==> src/rtl/rtc_pkg.sv <==
// Constants for the reload timer with clock output.
// Assumes a 32-bit AHB-Lite register bus and a 100 MHz system clock.
package rtc_pkg;
  // Register byte addresses
  localparam logic [7:0] ADDR_CTRL = 8'hC8;
  localparam logic [7:0] ADDR_MODE = 8'hCC;
  localparam logic [7:0] ADDR_COUNT = 8'hD0;
  localparam logic [7:0] ADDR_RELOAD = 8'hD4;
  localparam int ADDR_LSB = 2;
  localparam int ADDR_MSB = 7;

  // Control register bit positions
  localparam int CTL_OVF = 7;
  localparam int CTL_EXT = 6;
  localparam int CTL_RCLK = 5;
  localparam int CTL_TX_CLOCK_SELECT = 4;
  localparam int CTL_EXEN = 3;
  localparam int CTL_RUN = 2;
  localparam int CTL_CSEL = 1;
  localparam int CTL_CPRL = 0;

  // Mode register bit positions
  localparam int MOD_OE = 1;
  localparam int MOD_UPDOWN_ENABLE = 0;

  // Reset values
  localparam logic [7:0] CTRL_RST = 8'h00;
  localparam logic [1:0] MODE_RST = 2'h0;
  localparam logic [15:0] COUNT_RST = 16'h0000;
  localparam logic [15:0] RELOAD_RST = 16'h0000;
  localparam logic PIN_IDLE = 1'b1;

  // Counting figures
  localparam logic [15:0] COUNT_MAX = 16'hFFFF;
  localparam logic [7:0] BYTE_MAX = 8'hFF;
  localparam int TIMER_DIV = 6;
  localparam logic [2:0] PRESC_LAST = 3'(TIMER_DIV - 1);
  localparam logic [2:0] PRESC_ZERO = 3'h0;

  // AHB encodings
  localparam logic [1:0] HTRANS_NONSEQ = 2'h2;
  localparam logic HRESP_OKAY = 1'b0;
endpackage : rtc_pkg

==> src/rtl/rtc_pin_sync.sv <==
// Three-stage synchroniser for one pin, with a filtered level and a
// falling-edge pulse.
// Assumes the pin is asynchronous to sys_clk_i.
`timescale 1ns/1ns
`default_nettype none
module rtc_pin_sync (
  // Clock and reset
  input wire logic sys_clk_i,
  input wire logic sys_rst_i,
  // Pin side
  input wire logic pin_i,
  // Synchronised side
  output logic level_o,
  output logic fall_o
);
  logic s1_q;
  logic s2_q;
  logic s3_q;
  logic level_q;
  logic fall_q;

  always_ff @(posedge sys_clk_i) begin
    if (sys_rst_i) begin
      s1_q <= rtc_pkg::PIN_IDLE;
      s2_q <= rtc_pkg::PIN_IDLE;
      s3_q <= rtc_pkg::PIN_IDLE;
    end else begin
      s1_q <= pin_i;
      s2_q <= s1_q;
      s3_q <= s2_q;
    end
  end

  // A change counts only once the second and third stage agree
  always_ff @(posedge sys_clk_i) begin
    if (sys_rst_i) begin
      level_q <= rtc_pkg::PIN_IDLE;
      fall_q <= 1'b0;
    end else begin
      if (s2_q == s3_q) begin
        level_q <= s3_q;
      end
      fall_q <= level_q && (s2_q == s3_q) && !s3_q;
    end
  end

  assign level_o = level_q;
  assign fall_o = fall_q;
endmodule : rtc_pin_sync
`default_nettype wire

==> src/rtl/rtc_timer.sv <==
// Reload timer/counter with up/down counting and a clock output,
// reached over an AHB-Lite slave port.
// Assumes single word transfers, one clock, synchronous reset.
//
// The AHB-Lite interface to the registers was decided locally.
`timescale 1ns/1ns
`default_nettype none
module rtc_timer (
  // Clock and reset
  input wire logic sys_clk_i,
  input wire logic sys_rst_i,
  // AHB-Lite slave
  input wire logic hsel_i,
  input wire logic [31:0] haddr_i,
  input wire logic [1:0] htrans_i,
  input wire logic hwrite_i,
  input wire logic [2:0] hsize_i,
  input wire logic [31:0] hwdata_i,
  input wire logic hready_i,
  output logic hreadyout_o,
  output logic hresp_o,
  output logic [31:0] hrdata_o,
  // Clock pin, three-signal form
  input wire logic clock_io_i,
  output logic clock_io_o,
  output logic clock_io_oe_o,
  // Direction and external event pin
  input wire logic direction_ext_i,
  // Serial port clocks and interrupt request
  output logic rx_clock_o,
  output logic tx_clock_o,
  output logic timer_irq_o
);
  logic [7:0] ctrl_q;
  logic [1:0] mode_q;
  logic [7:0] count_high_q;
  logic [7:0] count_low_q;
  logic [15:0] reload_q;
  logic [2:0] presc_q;
  logic wave_q;
  logic [31:0] rdata_q;
  logic dph_wr_q;
  logic [7:0] dph_addr_q;

  logic clk_pin_level;
  logic clk_pin_fall;
  logic dir_level;
  logic dir_fall;

  logic overflow_flag;
  logic external_flag;
  logic rx_clock_select;
  logic tx_clock_select;
  logic ext_enable;
  logic run_control;
  logic counter_select;
  logic clock_out_enable;
  logic updown_enable;

  logic [15:0] count;
  logic baud_mode;
  logic fast_rate;
  logic updown_mode;
  logic count_up;
  logic int_tick;
  logic tick;
  logic roll_up;
  logic roll_dn;
  logic roll;
  logic ext_evt;
  logic flag_set;
  logic addr_ph;
  logic ctl_wr;
  logic mod_wr;
  logic cnt_wr;
  logic rld_wr;
  logic [15:0] count_d;

  rtc_pin_sync u_clk_pin (
    .sys_clk_i(sys_clk_i),
    .sys_rst_i(sys_rst_i),
    .pin_i(clock_io_i),
    .level_o(clk_pin_level),
    .fall_o(clk_pin_fall)
  );

  rtc_pin_sync u_dir_pin (
    .sys_clk_i(sys_clk_i),
    .sys_rst_i(sys_rst_i),
    .pin_i(direction_ext_i),
    .level_o(dir_level),
    .fall_o(dir_fall)
  );

  assign overflow_flag = ctrl_q[rtc_pkg::CTL_OVF];
  assign external_flag = ctrl_q[rtc_pkg::CTL_EXT];
  assign rx_clock_select = ctrl_q[rtc_pkg::CTL_RCLK];
  assign tx_clock_select = ctrl_q[rtc_pkg::CTL_TX_CLOCK_SELECT];
  assign ext_enable = ctrl_q[rtc_pkg::CTL_EXEN];
  assign run_control = ctrl_q[rtc_pkg::CTL_RUN];
  assign counter_select = ctrl_q[rtc_pkg::CTL_CSEL];
  assign clock_out_enable = mode_q[rtc_pkg::MOD_OE];
  assign updown_enable = mode_q[rtc_pkg::MOD_UPDOWN_ENABLE];
  assign count = {count_high_q, count_low_q};

  // Bus decode: zero wait states, always OKAY
  assign addr_ph = hsel_i && hready_i && (htrans_i == rtc_pkg::HTRANS_NONSEQ);
  assign ctl_wr = dph_wr_q && (dph_addr_q == rtc_pkg::ADDR_CTRL);
  assign mod_wr = dph_wr_q && (dph_addr_q == rtc_pkg::ADDR_MODE);
  assign cnt_wr = dph_wr_q && (dph_addr_q == rtc_pkg::ADDR_COUNT);
  assign rld_wr = dph_wr_q && (dph_addr_q == rtc_pkg::ADDR_RELOAD);
  assign hreadyout_o = 1'b1;
  assign hresp_o = rtc_pkg::HRESP_OKAY;
  assign hrdata_o = rdata_q;

  always_ff @(posedge sys_clk_i) begin
    if (sys_rst_i) begin
      dph_wr_q <= 1'b0;
      dph_addr_q <= 8'h00;
    end else begin
      dph_wr_q <= addr_ph && hwrite_i;
      dph_addr_q <= {haddr_i[rtc_pkg::ADDR_MSB:rtc_pkg::ADDR_LSB], 2'h0};
    end
  end

  // Read data is snapshot at the address phase; unmapped reads give zero
  always_ff @(posedge sys_clk_i) begin
    if (sys_rst_i) begin
      rdata_q <= 32'h0000_0000;
    end else if (addr_ph && !hwrite_i) begin
      unique case ({haddr_i[rtc_pkg::ADDR_MSB:rtc_pkg::ADDR_LSB], 2'h0})
        rtc_pkg::ADDR_CTRL: rdata_q <= {24'h000000, ctrl_q};
        rtc_pkg::ADDR_MODE: rdata_q <= {30'h0000_0000, mode_q};
        rtc_pkg::ADDR_COUNT: rdata_q <= {16'h0000, count};
        rtc_pkg::ADDR_RELOAD: rdata_q <= {16'h0000, reload_q};
        default: rdata_q <= 32'h0000_0000;
      endcase
    end
  end

  // Clock-out, and serial clocking with counter_select clear, run at half clock off one reload
  assign baud_mode = rx_clock_select || tx_clock_select;
  assign fast_rate = clock_out_enable || baud_mode;
  assign updown_mode = updown_enable && !fast_rate;
  assign count_up = !updown_mode || dir_level;

  always_ff @(posedge sys_clk_i) begin
    if (sys_rst_i) begin
      presc_q <= rtc_pkg::PRESC_ZERO;
    end else if (presc_q == rtc_pkg::PRESC_LAST) begin
      presc_q <= rtc_pkg::PRESC_ZERO;
    end else begin
      presc_q <= presc_q + 3'h1;
    end
  end

  // Odd prescaler states give a tick every second cycle; six is odd-free
  // of jitter because the wrap goes from odd state 5 to even state 0.
  assign int_tick = fast_rate ? presc_q[0] : (presc_q == rtc_pkg::PRESC_LAST);
  assign tick = run_control &&
                ((counter_select && !clock_out_enable) ? clk_pin_fall : int_tick);

  assign roll_up = tick && count_up && (count == rtc_pkg::COUNT_MAX);
  assign roll_dn = tick && !count_up && (count == reload_q);
  assign roll = roll_up || roll_dn;
  // The direction pin only acts as an event pin outside up/down mode
  assign ext_evt = ext_enable && dir_fall && !baud_mode && !updown_mode;
  assign flag_set = roll && !baud_mode && !clock_out_enable;

  always_comb begin
    count_d = count;
    if (ext_evt) begin
      count_d = reload_q;
    end else if (roll_up) begin
      count_d = reload_q;
    end else if (roll_dn) begin
      count_d = rtc_pkg::COUNT_MAX;
    end else if (tick && count_up) begin
      count_d = count + 16'h0001;
    end else if (tick) begin
      count_d = count - 16'h0001;
    end
  end

  // A software write to the count wins over a tick in the same cycle
  always_ff @(posedge sys_clk_i) begin
    if (sys_rst_i) begin
      count_high_q <= rtc_pkg::COUNT_RST[15:8];
      count_low_q <= rtc_pkg::COUNT_RST[7:0];
    end else if (cnt_wr) begin
      count_high_q <= hwdata_i[15:8];
      count_low_q <= hwdata_i[7:0];
    end else begin
      count_high_q <= count_d[15:8];
      count_low_q <= count_d[7:0];
    end
  end

  always_ff @(posedge sys_clk_i) begin
    if (sys_rst_i) begin
      reload_q <= rtc_pkg::RELOAD_RST;
    end else if (rld_wr) begin
      reload_q <= hwdata_i[15:0];
    end
  end

  always_ff @(posedge sys_clk_i) begin
    if (sys_rst_i) begin
      mode_q <= rtc_pkg::MODE_RST;
    end else if (mod_wr) begin
      mode_q <= hwdata_i[1:0];
    end
  end

  // Plain control bits follow software writes
  always_ff @(posedge sys_clk_i) begin
    if (sys_rst_i) begin
      ctrl_q[5:0] <= rtc_pkg::CTRL_RST[5:0];
    end else if (ctl_wr) begin
      ctrl_q[5:0] <= hwdata_i[5:0];
    end
  end

  // Overflow flag: hardware set wins over a clearing write
  always_ff @(posedge sys_clk_i) begin
    if (sys_rst_i) begin
      ctrl_q[rtc_pkg::CTL_OVF] <= rtc_pkg::CTRL_RST[rtc_pkg::CTL_OVF];
    end else if (flag_set) begin
      ctrl_q[rtc_pkg::CTL_OVF] <= 1'b1;
    end else if (ctl_wr) begin
      ctrl_q[rtc_pkg::CTL_OVF] <= hwdata_i[rtc_pkg::CTL_OVF];
    end
  end

  // External flag: toggles as a seventeenth bit in up/down mode
  always_ff @(posedge sys_clk_i) begin
    if (sys_rst_i) begin
      ctrl_q[rtc_pkg::CTL_EXT] <= rtc_pkg::CTRL_RST[rtc_pkg::CTL_EXT];
    end else if (updown_mode && roll) begin
      ctrl_q[rtc_pkg::CTL_EXT] <= !external_flag;
    end else if (ext_evt) begin
      ctrl_q[rtc_pkg::CTL_EXT] <= 1'b1;
    end else if (ctl_wr) begin
      ctrl_q[rtc_pkg::CTL_EXT] <= hwdata_i[rtc_pkg::CTL_EXT];
    end
  end

  // Toggling once per overflow halves the roll rate: F / (4 * (65536 - R))
  always_ff @(posedge sys_clk_i) begin
    if (sys_rst_i) begin
      wave_q <= 1'b0;
    end else if (clock_out_enable && roll) begin
      wave_q <= !wave_q;
    end
  end

  assign clock_io_o = wave_q;
  assign clock_io_oe_o = clock_out_enable;
  assign rx_clock_o = roll && rx_clock_select;
  assign tx_clock_o = roll && tx_clock_select;
  // In up/down mode the external flag is only a count bit
  assign timer_irq_o = overflow_flag || (external_flag && !updown_mode);
endmodule : rtc_timer
`default_nettype wire

==> config.mk <==
export PLATFORM = sky130hd
export DESIGN_NAME = rtc_timer
export DESIGN_NICKNAME = d
export VERILOG_FILES = /design/src/rtl/rtc_pkg.sv /design/src/rtl/rtc_pin_sync.sv /design/src/rtl/rtc_timer.sv
export SDC_FILE = /design/constraint.sdc
export NUM_CORES = 1
export LEC_CHECK = 0
export BUFFER_PORTS_ARGS = -buffer_cell sky130_fd_sc_hd__buf_4
export CAP_MARGIN = 30
export CORE_UTILIZATION = 50
export CTS_CLUSTER_DIAMETER = 30
export DETAILED_ROUTE_END_ITERATION = 7
export HOLD_SLACK_MARGIN = 0.05
export PLACE_DENSITY = 0.76
export SYNTH_ARGS = -nofsm -noshare
export SYNTH_HDL_FRONTEND = slang
export SYNTH_SLANG_ARGS = --single-unit
==> constraint.sdc <==
create_clock -name sys_clk_i -period 4.8 [get_ports sys_clk_i]
set_clock_uncertainty 0.05 [all_clocks]
set_input_delay 0.96 -clock sys_clk_i [delete_from_list [all_inputs] [get_ports sys_clk_i]]
set_output_delay 0.96 -clock sys_clk_i [all_outputs]
set_load 0.01 [all_outputs]
* After elaboration in Yosys (flattened, before gate mapping)
Cells that the tools add are included.
Cells by class: multiplexer cells 15, equal/unequal tests 14, reductions and logical operators 48, $add $sub $neg 3
Operator list (number):
- two-way mux 16 bit | 5
- case mux 16 bit (4 select lines) | 1
- equality test 8 bit, second input constant | 4
- logical AND 1 bit | 29
- equality test 6 bit, second input constant | 4
- adder 16 x 1 -> 16 bit, second input constant | 1
- equality test 16 bit | 1
- equality test 16 bit, second input constant | 1
- two-way mux 8 bit | 2
- subtractor 16 x 1 -> 16 bit, second input constant | 1
- zero test 1 bit | 10
- two-way mux 1 bit | 7
- nonzero test 6 bit | 1
- logical OR 1 bit | 5
- adder 3 x 1 -> 3 bit, second input constant | 1
- equality test 3 bit, second input constant | 1
- nonzero test 3 bit | 1
- equality test 1 bit | 2
- equality test 2 bit, second input constant | 1
- nonzero test 2 bit | 1
- OR reduction 2 bit | 1
Storage, ports and cells: output and inout bits 39, logic and storage cells 103, flip-flop bits (word level) 97, input bits 76

* Depth between registers and ports, before layout
Gate-level depths: netlist (run 1).
depth after elaboration 13, mapped depth 15

* Cells and area by module
From an unflattened synthesis (run 1), not the netlist that was laid out.
Unflattened totals: cells, all modules 518, area, all modules 4583.1 um^2
By module, submodules not included:
- rtc_timer | area an instance 4282.9 um^2, cells each 494, instances 1, sequential area each 1381.3 um^2
- rtc_pin_sync | area an instance 150.1 um^2, cells each 12, instances 2, sequential area each 100.1 um^2

* Worst setup path after synthesis (run 1)
No wires, ideal clock.
kind reg2reg, start point reg presc_q[0], end point reg count_high_q[7], setup time 95 ps, arrival 3213 ps, slack 1441 ps, stages on the path, launching flop included 15, period minus slack after synthesis 3359 ps, required time 4655 ps, path buffers 0, path through dfxtp_1 -> ha_1 -> a21oi_1 -> a21oi_1 -> nand4_2 -> nor2_1 -> inv_1 -> ha_1 -> o211ai_1 -> o21ai_0 -> nor2_1 -> o221a_2 -> a32oi_1 -> xnor2_1 -> a221oi_1
Between the ends: word-level cells in the longest chain between the ends 10, elaborated cells on any way between the ends 14
RTL lines:
- start, declared | line rtc_timer.sv:39 | logic [2:0] presc_q;
- start signal, assigned | line rtc_timer.sv:149 | presc_q <= rtc_pkg::PRESC_ZERO;
- start signal, assigned | line rtc_timer.sv:151 | presc_q <= rtc_pkg::PRESC_ZERO;
- start signal, assigned | line rtc_timer.sv:153 | presc_q <= presc_q + 3'h1;
- equality test 3 bit | line rtc_timer.sv:159 | assign int_tick = fast_rate ? presc_q[0] : (presc_q == rtc_pkg::PRESC_LAST);
- two-way mux 1 bit (*) | line rtc_timer.sv:159
- two-way mux 1 bit (*) | line rtc_timer.sv:161 | ((counter_select && !clock_out_enable) ? clk_pin_fall : int_tick);
- logical AND 1 bit (*) | line rtc_timer.sv:160 | assign tick = run_control &&
- logical AND 1 bit (on tied branches) | line rtc_timer.sv:163, rtc_timer.sv:178, rtc_timer.sv:164
- two-way mux 16 bit / logical AND 1 bit (equally long branches) | line rtc_timer.sv:178, rtc_timer.sv:164
- two-way mux 16 bit | line rtc_timer.sv:176 | end else if (roll_dn) begin
- two-way mux 16 bit | line rtc_timer.sv:174 | end else if (roll_up) begin
- two-way mux 16 bit | line rtc_timer.sv:172 | if (ext_evt) begin
- two-way mux 8 bit | line rtc_timer.sv:190 | end else if (cnt_wr) begin
- end signal, assigned | line rtc_timer.sv:188 | count_high_q <= rtc_pkg::COUNT_RST[15:8];
- end signal, assigned | line rtc_timer.sv:191 | count_high_q <= hwdata_i[15:8];
- end signal, assigned | line rtc_timer.sv:194 | count_high_q <= count_d[15:8];
- end, declared | line rtc_timer.sv:36 | logic [7:0] count_high_q;
Every way passes the cells marked *; elsewhere a longest branch is shown, timed or not. A chain may end at the register's enable or synchronous reset.

* Final worst setup path (run 1)
Ends and elaborated chain as after synthesis.

==> results of run 1 <==
==> layout make-up <==
cell class	instances	area (um^2)
well taps	108	135
fillers	772	3660
clock buffers	10	128
inverters	8	30.0
multi-input cells	403	2740
clock inverters	5	106
flip-flops and latches	79	1580
repair buffers	52	390
==> where the power goes <==
group          switching (mW)  total, mW  internal [mW]
clock network           0.248      0.592          0.345
logic                  0.0911      0.160         0.0685
registers              0.0113      0.676          0.665
total                   0.350       1.43           1.08
==> cell families after synthesis <==
kind of cell               count (synthesis)
other                                      2
xor gates and xnor gates                  30
and+or+nand+nor                          159
DFF                                       79
muxes                                     37
buffers and inverters                     51
AOI/OAI and AO/OA                        140
adders and majority gates                 19
==> per-stage QoR <==
step	power (mW)	utilization [%]	setup WS (ps)	hold WS (ps)	cell area, um^2
2_1_floorplan	0.804	-	1440	339	4590
3_3_place_gp	0.843	55.6	759	342	4870
3_5_place_dp	0.847	55.6	746	345	4870
4_1_cts	1.42	58.3	730	362	5110
5_1_grt	1.47	58.3	347	369	5110
6_report	1.43	58.3	670	360	5110
==> layer usage <==
| layer | global-route usage (%) | vias to the layer above | share of wire, % |
|---|---|---|---|
| li1 | - | 1921 | - |
| met1 | 31.5 | 1872 | 42 |
| met2 | 39.4 | 194 | 47 |
| met3 | 3.31 | 27 | 7.6 |
| met4 | 13.2 | 0 | 3.3 |
| met5 | 0 | - | 0 |
==> flip-flops by register name, indices dropped and copies added, names as in the netlist, 2 cells and up <==
signal and count:
hrdata_o 16, reload_q 16, count_high_q 8, count_low_q 8, dph_addr_q 6, ctrl_q 5, presc_q 3, mode_q 2
==> worst min path at each step <==
stage | slack, ps | start | to | cells past startpoint
after detailed placement | 350 | u_dir_pin.s1_q | u_dir_pin.s2_q | 1
after global placement | 340 | u_dir_pin.s1_q | u_dir_pin.s2_q | 1
after global routing | 370 | u_dir_pin.s1_q | u_dir_pin.s2_q | 1
after floorplan | 340 | u_clk_pin.s1_q | u_clk_pin.s2_q | 1
after CTS | 360 | u_dir_pin.s3_q | u_dir_pin.fall_o | 1
final | 360 | u_dir_pin.s1_q | u_dir_pin.s2_q | 1
==> cells in the final DEF (no fill, tap or decap), types with 18 or more instances in the layout <==
cell type	Yosys	layout
sky130_fd_sc_hd__a21oi_1	29	29
sky130_fd_sc_hd__o21ai_0	24	24
sky130_fd_sc_hd__conb_1	2	18
sky130_fd_sc_hd__nor2_1	64	64
sky130_fd_sc_hd__nand2_1	20	20
sky130_fd_sc_hd__dfxtp_1	79	79
sky130_fd_sc_hd__buf_4	18	52
sky130_fd_sc_hd__xnor2_1	25	25
sky130_fd_sc_hd__ha_1	18	18
sky130_fd_sc_hd__mux2i_1	27	27
sky130_fd_sc_hd__a22oi_1	36	36
==> PnR_summary.wiki, run 1 <==
{| class="wikitable"
! Metric !! Value
|-
| Status || finished, final reports clean
|-
| Number of warnings reported in the yosys synthesis log || 0
|-
| Pwr per Cell Area || 280 nW/um^2
|-
| Count of pins over their slew limit || 0
|-
| Final critical path time including I/O delays and setup || 4130 ps
|-
| Top cell family by delay on the critical path || compound AO/OA/AOI/OAI gates
|-
| Total Routing Usage GR || between 20 and 25%
|-
| Maximum achievable frequency || roughly 240 MHz
|-
| Type of the tightest min-delay check || flip-flop to flip-flop
|-
| Number of register bits inferred by synthesis || ~80
|-
| TritonCTS Sinks || 79
|-
| Portion of netlist area occupied by mux cells || 8.44%
|-
| Total placed cells including tap cells || 650
|-
| Final non-filler cell total || 665
|-
| Setup Buffers After CTS || 0
|-
| Maximum buffer depth of the clock tree || 2
|-
| Number of buffer cells added on primary ports || 51
|-
| Critical register-to-register path startpoint || presc_q[0]
|-
| Register area share after synthesis || 34.9%
|-
| Total wire length || 11600 um
|-
| Synthesized instance count || between 500 and 600
|-
| I/O Pins || between 100 and 150
|-
| Starting Density || around half
|-
| Die boundary height || 97.2 um
|-
| CTS hold repair buffers || 0
|-
| Post-synth EDFFs || 0
|-
| Area of the mapped netlist || 4530 um^2
|-
| Area inside the core boundary || 8760 um^2
|-
| Adder-cell area share of the yosys netlist || under 10%
|-
| Startpoint of the most critical setup path || presc_q[0]
|-
| Worst path cell trace || ha_1 > a21oi_1 > a21oi_1 > nand4_2 > nor2_1 > inv_1 > ha_1 > o211ai_1 > o21ai_0 > nor2_1 > o221a_2 > a32oi_1 > xnor2_1 > a221oi_1
|-
| Leakage || between 2 and 2.5 nW
|-
| Cell with the most instances after synthesis || sky130_fd_sc_hd__dfxtp_1
|-
| Library cells used by synthesis || 63
|-
| Minimum setup slack among reg-to-reg paths || 670 ps
|-
| Maximum number of pins on one net before global-route repair || 80
|-
| Worst reg2reg path endpoint || count_high_q[7]
|-
| Synth top area cells || sky130_fd_sc_hd__dfxtp_1, sky130_fd_sc_hd__a22oi_1, sky130_fd_sc_hd__mux2i_1
|-
| Most used flip-flop cell after synthesis || sky130_fd_sc_hd__dfxtp_1
|-
| End point of the critical path || count_high_q[7]
|-
| Setup-failing EPs final || 0
|-
| Top cells by instance count after synthesis || sky130_fd_sc_hd__dfxtp_1, sky130_fd_sc_hd__nor2_1, sky130_fd_sc_hd__a22oi_1, sky130_fd_sc_hd__a21oi_1, sky130_fd_sc_hd__mux2i_1
|-
| Worst-case headroom to the max-slew limit || a little under two fifths
|-
| Final net count || around 650
|-
| Peak ir drop on the vdd network || about 0.12 mV
|-
| Slowest cell on crit path || sky130_fd_sc_hd__o21ai_0
|-
| Worst Path Required || around 5000 ps
|-
| Worst path max stage delay || just under 500 ps
|-
| DP HPWL || between 8000 and 9000 um
|-
| Iteration-0 DRC count of the detailed router || ~360
|-
| Number of endpoints with negative hold slack in the final report || 0
|-
| Clock root buffer || sky130_fd_sc_hd__clkbuf_8
|-
| Startpoint Class || flip-flop
|-
| Buffer and inverter count on the worst path || 1
|-
| Clock network latency to the later pin of the worst-skew pair || between 300 and 400 ps
|-
| Max capacitance violation total || 0
|-
| Worst Setup Path Type || flip-flop to flip-flop
|-
| Least-Margin Pin Slew || approximately 940 ps
|-
| Clock tree from TritonCTS || built
|-
| Final total negative setup slack || 0 ps
|-
| First-pass GRT wire length || between 15000 and 20000 um
|-
| TritonRoute pass-1 iters || 5
|-
| Area of the die || between 9000 and 10000 um^2
|-
| Cell depth of the worst setup path || 14
|-
| Data arrival time of the critical path || about 4400 ps
|-
| Fraction of post-synthesis cell area in the top cell type by area || a little over a third
|-
| Number of levels the H-tree was split into || 3
|-
| R2R cell count || 14
|-
| Unrepaired setup endpoints after global routing || no
|-
| Placement row count || 34
|-
| Vias post-DR || about 4k
|-
| Floorplan die width || between 90 and 100 um
|-
| Antenna Diode Count || 0
|-
| Routed Antenna Nets || 0
|-
| Average cell area after synthesis || around 9 um^2
|-
| Drc violations || 0
|-
| Synthesized-area fraction occupied by ao, oa, aoi and oai cells || a little over a fifth
|-
| Simple-Gate Fraction of Synth Area || a little under a fifth
|-
| Number of instances resized during post-cts repair || 0
|-
| Number of buffers created by CTS || 9
|-
| Most area-hungry cell type in the Yosys netlist || sky130_fd_sc_hd__dfxtp_1
|-
| Area growth, synth to finish || 12.6%
|-
| Congestion Overflow GR || 0
|-
| Xor and xnor area share after synthesis || a little under 6%
|-
| Main combinational cell family by area after synthesis || compound AO/OA/AOI/OAI gates
|-
| Vias in the first global route || about 3.8k
|-
| Number of antenna violations at the first check in global routing || 0
|-
| Post-DR vias/cell || approximately 6
|-
| Top fanout value on the critical path || 16
|-
| Share of final-layout standard cells stronger than drive strength 1 || 17.8%
|-
| Share of synthesized registers carrying an async set or reset || 0%
|-
| Routability congestion estimate from global placement || 0.868
|-
| Final clock period utilization by the worst path || between 80% and 90%
|-
| Register clock-pin slew on the reported worst setup and hold paths || 80 ps
|-
| Routed length per instance || 17.5 um
|-
| Kind of capture point of the worst setup path || flip-flop
|}
(Power assumes the default switching activity.)
==> run 2, diff against run 1 <==
--- a/config.mk
+++ b/config.mk
@@ -12,6 +12,7 @@
 export DETAILED_ROUTE_END_ITERATION = 7
 export HOLD_SLACK_MARGIN = 0.05
 export PLACE_DENSITY = 0.76
+export RECOVER_POWER = 25
 export SYNTH_ARGS = -nofsm -noshare
 export SYNTH_HDL_FRONTEND = slang
 export SYNTH_SLANG_ARGS = --single-unit
==> PnR_summary.wiki, run 2 (synthesis results as in run 1) <==
{| class="wikitable"
! Metric !! Value
|-
| Register clock-pin slew on the reported worst setup and hold paths || 80 ps (about the same)
|-
| Final net count || 648 (unchanged)
|-
| Clock root buffer || sky130_fd_sc_hd__clkbuf_8
|-
| Worst-case headroom to the max-slew limit || -114% (-150 points)
|-
| Vias post-DR || 4017 (+0.075%)
|-
| Final critical path time including I/O delays and setup || 4230 ps (+96.6 ps)
|-
| First-pass GRT wire length || 18600 um (unchanged)
|-
| Placed Area || 4870 um^2 (unchanged)
|-
| Minimum setup slack among reg-to-reg paths || 570 ps (-100 ps)
|-
| Congestion Overflow GR || 0 (unchanged)
|-
| Area inside the core boundary || 8760 um^2 (unchanged)
|-
| Worst Setup Path Type || flip-flop to flip-flop
|-
| Iteration-0 DRC count of the detailed router || 354 (-1.4%)
|-
| Floorplan die width || 97.2 um (unchanged)
|-
| Drc violations || 0 (unchanged)
|-
| Vias in the first global route || 3823 (unchanged)
|-
| Maximum achievable frequency || 237 MHz (-2.3%)
|-
| Placement row count || 34 (unchanged)
|-
| Number of instances resized during post-cts repair || 0 (unchanged)
|-
| Setup Buffers After CTS || 0 (unchanged)
|-
| Final total negative setup slack || 0 ps (unchanged)
|-
| Critical register-to-register path startpoint || presc_q[0]
|-
| Core occupancy in the finished layout || 58.2% (about the same)
|-
| Leakage || 2.13 nW (-0.17%)
|-
| Max capacitance violation total || 1 (+1)
|-
| Area growth, synth to finish || 12.6% (about the same)
|-
| Setup-failing EPs final || 0 (unchanged)
|-
| Unrepaired setup endpoints after global routing || no
|-
| TritonCTS Sinks || 79 (unchanged)
|-
| CTS hold repair buffers || 0 (unchanged)
|-
| Top library cells by usage in the layout, fill and taps aside || sky130_fd_sc_hd__dfxtp_1, sky130_fd_sc_hd__nor2_1, sky130_fd_sc_hd__buf_4
|-
| Post-DR vias/cell || 6.04 (about the same)
|-
| Antenna Diode Count || 0 (unchanged)
|-
| R2R cell count || 14 (unchanged)
|-
| Total Routing Usage GR || 24.4% (unchanged)
|-
| Pwr per Cell Area || 280 nW/um^2 (about the same)
|-
| Routed Antenna Nets || 0 (unchanged)
|-
| Starting Density || 51.7% (unchanged)
|-
| Share of final-layout standard cells stronger than drive strength 1 || 17.6% (-0.18 points)
|-
| Number of endpoints with negative hold slack in the final report || 0 (unchanged)
|-
| Peak ir drop on the vdd network || 0.120 mV (about the same)
|-
| Routed length per instance || 17.4 um (about the same)
|-
| Design area || 5100 um^2 (about the same)
|-
| Min-Delay Endpoint || u_dir_pin.s2_q
|-
| Number of levels the H-tree was split into || 3 (unchanged)
|-
| Type of the tightest min-delay check || flip-flop to flip-flop
|-
| Startpoint Class || flip-flop
|-
| Worst reg2reg path endpoint || count_high_q[7]
|-
| Maximum buffer depth of the clock tree || 2 (unchanged)
|-
| Clock network latency to the later pin of the worst-skew pair || 360 ps (about the same)
|-
| Area of the die || 9450 um^2 (unchanged)
|-
| Top fanout value on the critical path || 16 (unchanged)
|-
| Count of pins over their slew limit || 80 (+80)
|-
| DP HPWL || 8350 um (unchanged)
|-
| Status || finished, violations left
|-
| TritonRoute pass-1 iters || 5 (unchanged)
|-
| Kind of capture point of the worst setup path || flip-flop
|-
| Clock tree from TritonCTS || built
|-
| Cell depth of the worst hold path || 1 (unchanged)
|-
| Source of the worst hold timing path || u_dir_pin.s1_q
|-
| I/O Pins || 115 (unchanged)
|-
| Number of buffer cells added on primary ports || 51 (unchanged)
|-
| Worst Path Required || 4820 ps (-200 ps)
|-
| Maximum number of pins on one net before global-route repair || 80 (unchanged)
|-
| Die boundary height || 97.2 um (unchanged)
|-
| Total wire length || 11600 um (about the same)
|-
| Number of antenna violations at the first check in global routing || 0 (unchanged)
|-
| Routability congestion estimate from global placement || 0.868 (unchanged)
|-
| Violations in the final reports || max-capacitance violations, max-slew violations
|-
| Data arrival time of the critical path || 4240 ps (-110 ps)
|-
| Most common library cell in the layout ignoring fill and taps || sky130_fd_sc_hd__dfxtp_1
|-
| Worst setup slack after layout || 574 ps (-96.6 ps)
|-
| Number of buffers created by CTS || 9 (unchanged)
|-
| Final clock period utilization by the worst path || 88.0% (+2.0 points)
|-
| Least-Margin Pin Slew || 3210 ps (+2270 ps)
|-
| Pre-CTS WS || 746 ps (unchanged)
|}
[run 2: changes by cell type in the layout (fill, tap and decap cells not counted), sizes merged]
cell / delta
buf: -1
clkbuf: +1
[run 2: worst max path at each step]
stage	start	end	slack (ps)	cells past startpoint
2_1_floorplan	presc_q[0]	count_high_q[7]	1440	14
3_3_place_gp	presc_q[0]	count_high_q[7]	760	14
3_5_place_dp	presc_q[0]	count_high_q[7]	750	14
4_1_cts	presc_q[0]	count_high_q[7]	730	14
5_1_grt	presc_q[0]	count_high_q[7]	260	14
6_report	presc_q[0]	count_high_q[7]	570	14
[run 2: through the flow]
| stage | hold WS [ps] | cells | power (mW) |
|---|---|---|---|
| final | 360 | 665 | 1.43 |
| after global routing | 369 | 665 | 1.47 |
| after CTS | 362 | 665 | 1.42 |
| after detailed placement | 345 | 650 | 0.847 |
| after global placement | 342 | 650 | 0.843 |
| after floorplan | 339 | 533 | 0.804 |
[run 2: power breakdown]
group	internal (mW)	leakage [nW]	total, mW	switching (mW)
Combinational	0.0684	1.38	0.159	0.0910
Sequential	0.665	0.640	0.676	0.0113
Clock	0.345	0.113	0.592	0.247
Total	1.08	2.13	1.43	0.350
[run 2: cell type report]
| cell class | count | area, um^2 |
|---|---|---|
| Clock inverter | 5 | 106 |
| Timing Repair Buffer | 52 | 387 |
| Clock buffer | 10 | 128 |
| Inverter | 8 | 30.0 |
| Sequential cell | 79 | 1580 |
| Fill cell | 773 | 3660 |
| Multi-Input combinational cell | 403 | 2740 |
| Tap cell | 108 | 135 |
[run 2: worst max-delay path, stage by stage (launching register included)]
cell and delay (ps):
sky130_fd_sc_hd__dfxtp_1 400, sky130_fd_sc_hd__ha_1 230, sky130_fd_sc_hd__a21oi_1 80, sky130_fd_sc_hd__a21oi_1 200, sky130_fd_sc_hd__nand4_2 290, sky130_fd_sc_hd__nor2_1 320
sky130_fd_sc_hd__inv_1 330, sky130_fd_sc_hd__ha_1 470, sky130_fd_sc_hd__o211ai_1 110, sky130_fd_sc_hd__o21ai_0 490, sky130_fd_sc_hd__nor2_1 110, sky130_fd_sc_hd__o221a_2 280
sky130_fd_sc_hd__a32oi_1 310, sky130_fd_sc_hd__xnor2_1 160, sky130_fd_sc_hd__a221oi_1 90
[run 2: per-layer routing]
metal	share of wire, %	routed length [um]	vias to the layer above	track usage, %
met5	0	0	-	0
met4	3.3	384	0	13.2
met3	7.7	888	27	3.31
met2	47	5420	192	39.4
met1	42	4910	1876	31.5
li1	-	-	1922	-
==> run 3, diff against run 2 <==
--- a/config.mk
+++ b/config.mk
@@ -8,6 +8,7 @@
 export BUFFER_PORTS_ARGS = -buffer_cell sky130_fd_sc_hd__buf_4
 export CAP_MARGIN = 30
 export CORE_UTILIZATION = 50
+export CTS_BUF_LIST = sky130_fd_sc_hd__clkbuf_4 sky130_fd_sc_hd__clkbuf_8 sky130_fd_sc_hd__clkbuf_16
 export CTS_CLUSTER_DIAMETER = 30
 export DETAILED_ROUTE_END_ITERATION = 7
 export HOLD_SLACK_MARGIN = 0.05
==> PnR_summary.wiki, run 3 (synthesis results as in run 1) <==
{| class="wikitable"
! Metric !! Value
|-
| TritonCTS Sinks || 79 (unchanged)
|-
| Number of antenna violations at the first check in global routing || 0 (unchanged)
|-
| Least-Margin Pin Slew || 3230 ps (+13.3 ps)
|-
| Setup Buffers After CTS || 0 (unchanged)
|-
| Maximum achievable frequency || 236 MHz (-0.24%)
|-
| Post-DR vias/cell || 6.04 (about the same)
|-
| Clock tree from TritonCTS || built
|-
| First-pass GRT wire length || 18600 um (unchanged)
|-
| Total Routing Usage GR || 24.4% (unchanged)
|-
| Peak ir drop on the vdd network || 0.120 mV (about the same)
|-
| Number of instances resized during post-cts repair || 0 (unchanged)
|-
| Placement row count || 34 (unchanged)
|-
| Final net count || 648 (unchanged)
|-
| Total placed cells including tap cells || 650 (unchanged)
|-
| Fillers || 773 (unchanged)
|-
| Routed length per instance || 17.5 um (+0.32%)
|-
| TritonRoute pass-1 iters || 5 (unchanged)
|-
| Number of buffer cells added on primary ports || 51 (unchanged)
|-
| Clock root buffer || sky130_fd_sc_hd__clkbuf_8
|-
| Routability congestion estimate from global placement || 0.868 (unchanged)
|-
| Total wire length || 11600 um (+0.32%)
|-
| Leakage || 2.14 nW (+0.16%)
|-
| Final Hold Slack || 360 ps (unchanged)
|-
| Final non-filler cell total || 665 (unchanged)
|-
| Count of pins over their slew limit || 80 (unchanged)
|-
| Final clock period utilization by the worst path || 88.3% (+0.22 points)
|-
| Area inside the core boundary || 8760 um^2 (unchanged)
|-
| Final total negative setup slack || 0 ps (unchanged)
|-
| Die boundary height || 97.2 um (unchanged)
|-
| Data arrival time of the critical path || 4250 ps (about the same)
|-
| Top library cells by usage in the layout, fill and taps aside || sky130_fd_sc_hd__dfxtp_1, sky130_fd_sc_hd__nor2_1, sky130_fd_sc_hd__buf_4
|-
| Worst Setup Path Type || flip-flop to flip-flop
|-
| Antenna Diode Count || 0 (unchanged)
|-
| Setup-failing EPs final || 0 (unchanged)
|-
| Top fanout value on the critical path || 16 (unchanged)
|-
| Number of buffers created by CTS || 9 (unchanged)
|-
| Core occupancy in the finished layout || 58.3% (about the same)
|-
| Pre-CTS WS || 746 ps (unchanged)
|-
| Floorplan die width || 97.2 um (unchanged)
|-
| Area of the die || 9450 um^2 (unchanged)
|-
| DP HPWL || 8350 um (unchanged)
|-
| Startpoint Class || flip-flop
|-
| Type of the tightest min-delay check || flip-flop to flip-flop
|-
| Routed Antenna Nets || 0 (unchanged)
|-
| Maximum buffer depth of the clock tree || 2 (unchanged)
|-
| I/O Pins || 115 (unchanged)
|-
| Vias in the first global route || 3823 (unchanged)
|-
| Pwr per Cell Area || 281 nW/um^2 (+0.31%)
|-
| Share of final-layout standard cells stronger than drive strength 1 || 17.8% (+0.18 points)
|-
| CTS hold repair buffers || 0 (unchanged)
|-
| Drc violations || 0 (unchanged)
|-
| Unrepaired setup endpoints after global routing || no
|-
| Worst-case headroom to the max-slew limit || -115% (-0.88 points)
|-
| Maximum number of pins on one net before global-route repair || 80 (unchanged)
|-
| Final critical path time including I/O delays and setup || 4240 ps (+10.4 ps)
|-
| Register clock-pin slew on the reported worst setup and hold paths || 80 ps (about the same)
|-
| Worst Path Required || 4820 ps (about the same)
|-
| Area growth, synth to finish || 12.6% (about the same)
|-
| Max capacitance violation total || 1 (unchanged)
|-
| Worst setup slack after layout || 563 ps (-10.4 ps)
|-
| Vias post-DR || 4014 (-0.075%)
|-
| Number of endpoints with negative hold slack in the final report || 0 (unchanged)
|-
| Most common library cell in the layout ignoring fill and taps || sky130_fd_sc_hd__dfxtp_1
|-
| Violations in the final reports || max-capacitance violations, max-slew violations
|-
| Congestion Overflow GR || 0 (unchanged)
|-
| R2R cell count || 14 (unchanged)
|-
| Clock network latency to the later pin of the worst-skew pair || 360 ps (about the same)
|-
| Starting Density || 51.7% (unchanged)
|-
| Kind of capture point of the worst setup path || flip-flop
|-
| Iteration-0 DRC count of the detailed router || 354 (unchanged)
|-
| Number of levels the H-tree was split into || 3 (unchanged)
|-
| Status || finished, violations left
|-
| Cell depth of the worst hold path || 1 (unchanged)
|}
## run 3: cell counts in the layout (fill, tap and decap cells not counted)
Identical to the previous run, type by type.
## run 3: per-stage QoR
stage	instance area (um^2)	total power [mW]
final	5110	1.43
after CTS	5110	1.43
after floorplan	4590	0.804
after global placement	4870	0.843
after global routing	5110	1.48
after detailed placement	4870	0.847
## run 3: power breakdown
group | total (mW) | leakage, nW | internal [mW] | switching, mW
combinational | 0.160 | 1.38 | 0.0684 | 0.0911
clock | 0.597 | 0.116 | 0.350 | 0.247
sequential | 0.676 | 0.640 | 0.665 | 0.0114
total | 1.43 | 2.14 | 1.08 | 0.350
## run 3: path summary, 6_finish.rpt
path	start	endpoint	slack [ps]
worst max-delay path	presc_q[0]	count_high_q[7]	560
worst min-delay path	u_dir_pin.s1_q	u_dir_pin.s2_q	360
worst max register to register	presc_q[0]	count_high_q[7]	560
worst min register to register	u_dir_pin.s1_q	u_dir_pin.s2_q	360
## run 3: cell type report
| type | instances | area, um^2 | share of cell area, % |
|---|---|---|---|
| flip-flops and latches | 79 | 1580 | 31.0 |
| repair buffers | 52 | 387 | 7.57 |
| well taps | 108 | 135 | 2.65 |
| clock buffers | 10 | 131 | 2.57 |
| inverters | 8 | 30.0 | 0.588 |
| multi-input cells | 403 | 2740 | 53.6 |
| clock inverters | 5 | 106 | 2.08 |
## run 3: routing by layer
layer / vias up / track usage [%] / routed length [um]
li1: 1922 / - / -
met1: 1875 / 31.5 / 4940
met2: 190 / 39.4 / 5450
met3: 27 / 3.31 / 869
met4: 0 / 13.2 / 384
met5: - / 0 / 0
## run 3: critical path: stages, from the launching register on
cell and delay [ps]:
sky130_fd_sc_hd__dfxtp_1 400, sky130_fd_sc_hd__ha_1 230, sky130_fd_sc_hd__a21oi_1 80, sky130_fd_sc_hd__a21oi_1 200
sky130_fd_sc_hd__nand4_2 290, sky130_fd_sc_hd__nor2_1 320, sky130_fd_sc_hd__inv_1 330, sky130_fd_sc_hd__ha_1 470
sky130_fd_sc_hd__o211ai_1 110, sky130_fd_sc_hd__o21ai_0 490, sky130_fd_sc_hd__nor2_1 110, sky130_fd_sc_hd__o221a_2 280
sky130_fd_sc_hd__a32oi_1 320, sky130_fd_sc_hd__xnor2_1 160, sky130_fd_sc_hd__a221oi_1 90
